[config.mk]
export PLATFORM = sky130hd
export DESIGN_NAME = pbi_flags
export DESIGN_NICKNAME = d
export VERILOG_FILES = /design/src/shared/pbi_pkg.sv /design/src/shared/pbi_phase_if.sv /design/src/design/pbi_startup_watch.sv /design/src/design/pbi_flags.sv
export VERILOG_INCLUDE_DIRS = /design/src /design/src/shared
export SDC_FILE = /design/constraint.sdc
export NUM_CORES = 1
export LEC_CHECK = 0
export ABC_AREA = 1
export BUFFER_PORTS_ARGS = -buffer_cell sky130_fd_sc_hd__buf_2
export CORE_UTILIZATION = 40
export CTS_CLUSTER_DIAMETER = 60
export DETAILED_ROUTE_END_ITERATION = 8
export PLACE_DENSITY_LB_ADDON = 0.3
export SLEW_MARGIN = 40
export SYNTH_ARGS = -nofsm -noshare
export SYNTH_HDL_FRONTEND = slang
export SYNTH_HIERARCHICAL = 1
export SYNTH_SLANG_ARGS = --single-unit
[constraint.sdc]
create_clock -name clk -period 4.45 [get_ports clk]
set_clock_uncertainty 0.05 [all_clocks]
set_input_delay 0.89 -clock clk [delete_from_list [all_inputs] [get_ports clk]]
set_output_delay 0.89 -clock clk [all_outputs]
set_load 0.01 [all_outputs]
[src/shared/pbi_consts.svh]
// Register layout and timing constants for the phase interrupt flags
`ifndef PBI_CONSTS_SVH
`define PBI_CONSTS_SVH

`define PBI_SEL_FLAGS      1'h0
`define PBI_SEL_TOP        1'h1
`define PBI_BIT_ILIM       0
`define PBI_BIT_SHORT      1
`define PBI_BIT_PG         2
`define PBI_PHASE_STRIDE   4
`define PBI_FLAG_MASK      8'h77
`define PBI_RSVD_MASK      8'h88
`define PBI_FLAGS_RESET    8'h00
`define PBI_TOP_RESET      8'h00
`define PBI_TOP_RSVD_MASK  8'hfe
`define PBI_TOP_PEND_BIT   0
`define PBI_STARTUP_MS     1
`define PBI_CLK_KHZ        40000
`define PBI_STARTUP_CYCLES (`PBI_STARTUP_MS * `PBI_CLK_KHZ)

`endif

[src/shared/pbi_pkg.sv]
// Types shared by the phase interrupt flag logic
package pbi_pkg;
  typedef enum logic [2:0] {
    PBI_OFF      = 3'h1,
    PBI_STARTING = 3'h2,
    PBI_RUNNING  = 3'h4
  } pbi_phase_state_e;
endpackage

[src/shared/pbi_phase_if.sv]
// Per-phase link between the flag register and its start-up watcher
`timescale 1ns/1ps
`default_nettype none
interface pbi_phase_if;
  logic enable;
  logic above_floor;
  logic short_evt;
  modport mon (input enable, input above_floor, output short_evt);
  modport top (output enable, output above_floor, input short_evt);
endinterface
`default_nettype wire

[src/design/pbi_startup_watch.sv]
// Start-up timeout and output-drop detector for one phase
`timescale 1ns/1ps
`default_nettype none
`include "pbi_consts.svh"
module pbi_startup_watch #(
  parameter int unsigned STARTUP_CYCLES = `PBI_STARTUP_CYCLES,
  parameter int unsigned CNT_W          = 16
) (
  input  wire logic clk,
  input  wire logic arst_n,
  pbi_phase_if.mon  ph
);
  pbi_pkg::pbi_phase_state_e state;
  pbi_pkg::pbi_phase_state_e next_state;
  logic [CNT_W-1:0]          cnt;
  logic [CNT_W-1:0]          next_cnt;
  logic                      above_prev;
  logic                      short_evt;
  logic                      next_short_evt;
  localparam logic [CNT_W-1:0] LAST = CNT_W'(STARTUP_CYCLES - 1);

  if (STARTUP_CYCLES < 2 || STARTUP_CYCLES > (2 ** CNT_W)) begin : g_chk
    $error("pbi_startup_watch: STARTUP_CYCLES does not fit CNT_W");
  end

  always_comb begin
    next_state     = state;
    next_cnt       = cnt;
    next_short_evt = 1'b0;
    case (state)
      pbi_pkg::PBI_OFF: begin
        next_cnt = '0;
        if (ph.enable) begin
          next_state = pbi_pkg::PBI_STARTING;
        end
      end
      pbi_pkg::PBI_STARTING: begin
        if (!ph.enable) begin
          next_state = pbi_pkg::PBI_OFF;
        end else if (ph.above_floor) begin
          next_state = pbi_pkg::PBI_RUNNING;
        end else if (cnt == LAST) begin
          next_short_evt = 1'b1;
          next_state     = pbi_pkg::PBI_RUNNING;
        end else begin
          next_cnt = cnt + 1'b1;
        end
      end
      pbi_pkg::PBI_RUNNING: begin
        if (!ph.enable) begin
          next_state = pbi_pkg::PBI_OFF;
        end else if (above_prev && !ph.above_floor) begin
          // Edge, not level: a dead output flags once, not every cycle
          next_short_evt = 1'b1;
        end
      end
      default: begin
        next_state = pbi_pkg::PBI_OFF;
      end
    endcase
  end

  always_ff @(posedge clk or negedge arst_n) begin
    if (!arst_n) begin
      state      <= pbi_pkg::PBI_OFF;
      cnt        <= '0;
      above_prev <= 1'b0;
      short_evt  <= 1'b0;
    end else begin
      state      <= next_state;
      cnt        <= next_cnt;
      above_prev <= ph.above_floor;
      short_evt  <= next_short_evt;
    end
  end

  assign ph.short_evt = short_evt;
endmodule
`default_nettype wire

[src/design/pbi_flags.sv]
// Latched phase 0/1 interrupt flags with write-one-to-clear access
`timescale 1ns/1ps
`default_nettype none
`include "pbi_consts.svh"
// How it works
// - Each phase latches a power-good flag when its output reaches threshold.
// - Each phase latches a short flag when its running output drops below 0.35 V.
// - Short flag also sets if output misses 0.35 V within 1 ms of enable.
// - Each phase latches a current-limit flag when its current limit activates.
// - Flags hold until software writes one; writing zero leaves them alone.
// - Phase 0 flags sit at bits 0..2, phase 1 at 4..6; 3, 7 reserved.
// - Summary pending bit in top register follows any flag still set.
module pbi_flags #(
  parameter int unsigned STARTUP_CYCLES = `PBI_STARTUP_CYCLES,
  parameter int unsigned CNT_W          = 16
) (
  input  wire logic       clk,
  input  wire logic       arst_n,
  input  wire logic [1:0] phase_enable,
  input  wire logic [1:0] phase_pg_ok,
  input  wire logic [1:0] phase_above_floor,
  input  wire logic [1:0] phase_ilim_active,
  input  wire logic       reg_wr_en,
  input  wire logic       reg_wr_sel,
  input  wire logic [7:0] reg_wr_data,
  output logic      [7:0] flag_reg,
  output logic      [7:0] top_reg
);
  localparam int NPH = 2;

  // Two-stage synchronisers for the analog and pin inputs
  logic [NPH-1:0] en_meta;
  logic [NPH-1:0] pg_meta;
  logic [NPH-1:0] fl_meta;
  logic [NPH-1:0] il_meta;
  logic [NPH-1:0] en_sync;
  logic [NPH-1:0] pg_sync;
  logic [NPH-1:0] fl_sync;
  logic [NPH-1:0] il_sync;
  logic [NPH-1:0] pg_prev;
  logic [NPH-1:0] il_prev;
  logic [NPH-1:0] pg_rise;
  logic [NPH-1:0] il_rise;
  logic [NPH-1:0] short_evt;
  logic [7:0]     set_vec;
  logic [7:0]     next_flags;
  logic [7:0]     next_top;
  logic           wr_flags;
  logic           wr_top;

  function automatic int unsigned flag_pos(input int unsigned phase,
                                           input int unsigned bitpos);
    flag_pos = phase * `PBI_PHASE_STRIDE + bitpos;
  endfunction

  always_ff @(posedge clk or negedge arst_n) begin
    if (!arst_n) begin
      en_meta <= '0;
      pg_meta <= '0;
      fl_meta <= '0;
      il_meta <= '0;
      en_sync <= '0;
      pg_sync <= '0;
      fl_sync <= '0;
      il_sync <= '0;
      pg_prev <= '0;
      il_prev <= '0;
    end else begin
      en_meta <= phase_enable;
      pg_meta <= phase_pg_ok;
      fl_meta <= phase_above_floor;
      il_meta <= phase_ilim_active;
      en_sync <= en_meta;
      pg_sync <= pg_meta;
      fl_sync <= fl_meta;
      il_sync <= il_meta;
      pg_prev <= pg_sync;
      il_prev <= il_sync;
    end
  end

  // Edges, so a flag that software clears is not relatched by a held level
  assign pg_rise = pg_sync & ~pg_prev;
  assign il_rise = il_sync & ~il_prev;

  for (genvar p = 0; p < NPH; p++) begin : g_phase
    pbi_phase_if ph ();
    assign ph.enable      = en_sync[p];
    assign ph.above_floor = fl_sync[p];
    assign short_evt[p]   = ph.short_evt;

    pbi_startup_watch #(
      .STARTUP_CYCLES (STARTUP_CYCLES),
      .CNT_W          (CNT_W)
    ) u_watch (
      .clk    (clk),
      .arst_n (arst_n),
      .ph     (ph)
    );
  end

  always_comb begin
    set_vec = '0;
    for (int unsigned p = 0; p < NPH; p++) begin
      set_vec[flag_pos(p, `PBI_BIT_ILIM)]  = il_rise[p];
      set_vec[flag_pos(p, `PBI_BIT_SHORT)] = short_evt[p];
      set_vec[flag_pos(p, `PBI_BIT_PG)]    = pg_rise[p];
    end
  end

  assign wr_flags = reg_wr_en && reg_wr_sel == `PBI_SEL_FLAGS;
  assign wr_top   = reg_wr_en && reg_wr_sel == `PBI_SEL_TOP;

  always_comb begin
    next_flags = flag_reg;
    if (wr_flags) begin
      // Ones clear flags, zeros keep; reserved bits are plain storage
      next_flags = (flag_reg & ~reg_wr_data & `PBI_FLAG_MASK)
                 | (reg_wr_data & `PBI_RSVD_MASK);
    end
    // Set wins over a clear in the same cycle
    next_flags = next_flags | (set_vec & `PBI_FLAG_MASK);
  end

  always_comb begin
    next_top = top_reg & `PBI_TOP_RSVD_MASK;
    if (wr_top) begin
      next_top = reg_wr_data & `PBI_TOP_RSVD_MASK;
    end
    // From next_flags so the summary never lags the flags
    next_top[`PBI_TOP_PEND_BIT] = |(next_flags & `PBI_FLAG_MASK);
  end

  always_ff @(posedge clk or negedge arst_n) begin
    if (!arst_n) begin
      flag_reg <= `PBI_FLAGS_RESET;
      top_reg  <= `PBI_TOP_RESET;
    end else begin
      flag_reg <= next_flags;
      top_reg  <= next_top;
    end
  end

  for (genvar p = 0; p < NPH; p++) begin : g_chk
    localparam int unsigned PG = p * `PBI_PHASE_STRIDE + `PBI_BIT_PG;
    localparam int unsigned SC = p * `PBI_PHASE_STRIDE + `PBI_BIT_SHORT;
    localparam int unsigned IL = p * `PBI_PHASE_STRIDE + `PBI_BIT_ILIM;

  end
endmodule
`default_nettype wire

==> results.env <==
RUN_STATUS='completed'
WORST_PATH_MAX_DELAY_CELL='sky130_fd_sc_hd__dfrtp_1'
CTS.SINK_COUNT=78
TIMING.RR.START='g_phase[0].u_watch/state[0]'
VDD_IR_DROP_MAX_uV=270
SYNTH_SEQUENTIAL_AREA_RATIO_PCT=49.8
DRC_ERRORS_LEFT=0
GLOBAL_ROUTE_WIRE_LENGTH_BEFORE_REPAIR_MM=13.2
POWER_FRAC_SEQ_PCT=44.4
DETAIL-ROUTE-ANTENNA-NETS=0
POSTSYNTHAREAPERCELL_UM2=7.87
INITIAL_ANTENNA_VIOLATION_COUNT=0
CP_CELL_SEQUENCE='buf_2'
POST_CTS_RESIZED=0
WL_MM=7.44
INITIALDRTVIOLATIONCOUNT=117
INTERNAL_POWER_uW=1210
FINAL_MAX_SLEW_VIOL_COUNT=0
POWER.DENSITY_CELL_AREA_nW_PER_UM2=411
TRITONCTS='done'
LAST_WEIGHTED_CONGESTION_VALUE_OF_THE_ROUTABILITY_DRIVEN_PLACER=0.839
CRITICAL_PATH.TOP_DELAY_FAMILY='flip-flops'
FP-ROW-COUNT=35
CRITPATHCAPTURETYPE='output pin'
CLOCK_NETWORK_POWER_SHARE_PCT=31.4
TIMING.FINAL.HOLD_VIOLATIONS=0
SYNTH_CELLS=499
LAYOUT_WORST_PATH_CYCLE_SHARE_PCT=41.0
NNETSFINAL=560
TIMING.FMAX_GHz=0.548
DESIGN.DIE.AREA_UM2=10200
TIMING.HOLD.WORST.START='pg_meta[0]'
POST-ROUTE-MIN-PERIOD_NS=1.83
CLK_ROOT_BUFFER_CELL='sky130_fd_sc_hd__clkbuf_8'
SYNTH_LARGEST_AREA_CELL='sky130_fd_sc_hd__dfrtp_1'
AREA_OF_COMBINATIONAL_CELLS_WITH_MULTIPLE_INPUTS_UM2=1670
SYN_NETS=521
CLK_TRANSITION_REPORTED_PATHS_NS=0.08
GLOBALROUTE.TOTALOVERFLOW=0
SYNTH_WARNINGS=6
FILL_CELLS=940
CRITICAL_PATH_ARRIVAL_NS=0.89
CP.REQUIRED_NS=3.51
LAYOUT.CELLS.MOST_COMMON_LIST='sky130_fd_sc_hd__nand2_1, sky130_fd_sc_hd__dfrtp_1, sky130_fd_sc_hd__nor2_1, sky130_fd_sc_hd__inv_1, sky130_fd_sc_hd__nand3_1'
TIMING.CRITICAL_PATH.FANOUT_MAX=2
CLOCK_LATENCY_NS=0.34
SETUP_VIOL=0
DIE_WIDTH_UM=101
LARGEST_REG_FLOPS=32
SYN_TO_FINAL_GROWTH_PCT=12.5
ANTENNA_CELLS=0
BUFFER_PORTS.INSERTED=35
WORSTMARGINPINSLEW_NS=0.678
WORSTSETUPSTARTPOINTTYPE='flop'
YOSYSTOPAREACELLSHARE_PCT=48.5
CELLLEAKAGEPOWER_uW=0.00207
SYNTH.FF_LATCH_COUNT=78
FINAL_ROUTED_WIRE_LENGTH_DIVIDED_BY_CELL_COUNT_UM=11.1
CTS_MADE_BUFFERS=9
TIMING.HOLD.WORST.CLASS='reg2reg'
CRITICALPATHCATEGORY='reg2out'
POWER.SWITCHING_uW=606
INITIAL_UTILIZATION_PCT=41.9
FIRSTDRTPASSITERS=4
TNS_NS=0
P_SW_SHARE_PCT=33.4
REG2REG_SETUP_SLACK_NS=2.70
FLOORPLAN.DIE.HEIGHT_UM=101
HTREEDEPTH=3
CLOCK_PATH_BUFFERS=2
DRIVE_ABOVE_1_SHARE_PCT=15.7
POST_CTS.REPAIR.SETUP_BUFFERS=0
FINALINSTANCEAREA_UM2=4420
LAYOUT.CELLS.MOST_COMMON='sky130_fd_sc_hd__nand2_1'
VIAS=3219
GRT_PASS1_VIAS=3095
RELSLEWSLACK_PCT=54.8
SYNTH.LIB_CELLS_USED.DISTINCT=26
CRITICAL_PATH.MAX_STAGE_DELAY_NS=0.40
SEQUENTIAL_CELL_AREA_UM2=1950
SHARE_OF_POWER_BURNED_IN_COMBINATIONAL_LOGIC_PCT=24.2
DP_HPWL_MM=5.30
GRT_SETUP_UNREPAIRED='false'
WORSTSETUPSTARTPOINT='flag_reg[7]'
MAX_CAP_VIOL_COUNT=0
POST_DRT_VIA_CELL_RATIO=4.79
NUMBER_OF_TOP_LEVEL_PINS=36
CRIT_BUF_INV=1
SYNTH.TOP_CELLS.BY_AREA='sky130_fd_sc_hd__dfrtp_1, sky130_fd_sc_hd__nand2_1, sky130_fd_sc_hd__nor2_1'
DESIGN.CORE.AREA_UM2=9370
CTS-HOLD-FIX-BUFFERS=0
POSTPLACECELLAREA_UM2=4200
GLOBAL_ROUTE.USAGE.TOTAL_PCT=16.3
NETLIST_AREA_UM2=3930
GRT_MAX_DEGREE=79
synthesized netlist by cell type:
cell                         n
sky130_fd_sc_hd__a21o_1      2
sky130_fd_sc_hd__a21oi_1    12
sky130_fd_sc_hd__buf_2       2
sky130_fd_sc_hd__buf_6       5
sky130_fd_sc_hd__clkinv_1    2
sky130_fd_sc_hd__dfrtp_1    76
sky130_fd_sc_hd__dfstp_2     2
sky130_fd_sc_hd__ha_1        2
sky130_fd_sc_hd__inv_1      50
sky130_fd_sc_hd__inv_2      11
sky130_fd_sc_hd__mux2_4      5
sky130_fd_sc_hd__nand2_1   147
sky130_fd_sc_hd__nand2_2     2
sky130_fd_sc_hd__nand2_4     1
sky130_fd_sc_hd__nand3_1    37
sky130_fd_sc_hd__nand3_2     4
sky130_fd_sc_hd__nand3_4     2
sky130_fd_sc_hd__nand4_1    18
sky130_fd_sc_hd__nor2_1     61
sky130_fd_sc_hd__nor2_2      6
sky130_fd_sc_hd__nor3_1      4
sky130_fd_sc_hd__o211ai_1    2
sky130_fd_sc_hd__o21ai_0    14
sky130_fd_sc_hd__o21ai_1    26
sky130_fd_sc_hd__o21bai_1    4
sky130_fd_sc_hd__or2_2       2
power by group through the flow:
stage	Sequential (µW)	Combinational [µW]	Clock, µW
2_1_floorplan	822	380	0
3_3_place_gp	818	434	0
3_5_place_dp	821	444	0
4_1_cts	807	445	597
5_1_grt	815	506	625
6_report	806	440	570
kinds of logic (layout without fill, tap and decap cells):
group | Yosys count | count (layout) | share of synthesized area [%]
AND/OR/NAND/NOR | 284 | 284 | 31.8
flip-flops | 78 | 78 | 49.8
multiplexers | 5 | 5 | 1.91
AO/OA/AOI/OAI | 60 | 60 | 8.16
buffers and inverters | 70 | 114 | 7.71
adder cells (fa/ha/maj) | 2 | 2 | 0.637
stage by stage:
step           hold WS (ns)  utilization, %  worst slack [ns]  power (µW)  std cells
6_report              0.301            47.1              2.62        1820        672
3_5_place_dp          0.286            44.8              2.71        1260        656
3_3_place_gp          0.282            44.8              2.66        1250        656
2_1_floorplan         0.281               -              2.86        1200        499
5_1_grt               0.306            47.1              2.53        1950        672
4_1_cts               0.305            47.1              2.59        1850        672
per-layer routing:
metal	vias up	routed length (µm)	track usage [%]	part of all wire, %
met2	54	3570	27.6	48
met4	0	72	4.46	0.97
met1	1471	3530	20.2	47
met5	-	0	0	0
li1	1683	-	-	-
met3	11	268	4.58	3.6
worst paths after layout:
kind                                               to  cells after the start
hold reg to reg                            pg_sync[0]                      0
max in group asynchronous                 flag_reg[2]                      1
setup reg to reg            g_phase[0].u_watch/cnt[8]                      7
min in group asynchronous  g_phase[1].u_watch/cnt[12]                      1
hold / removal                             pg_sync[0]                      0
setup / recovery                          flag_reg[7]                      1
area by class of cell:
type / count / area share [%]
clock buffers: 10 / 2.89
inverters: 63 / 5.35
well taps: 129 / 3.65
repair buffers: 35 / 4.11
clock inverters: 6 / 1.98
multi-input cells: 351 / 37.8
flip-flops and latches: 78 / 44.2
No activity file was read; power rests on OpenSTA's default activity.
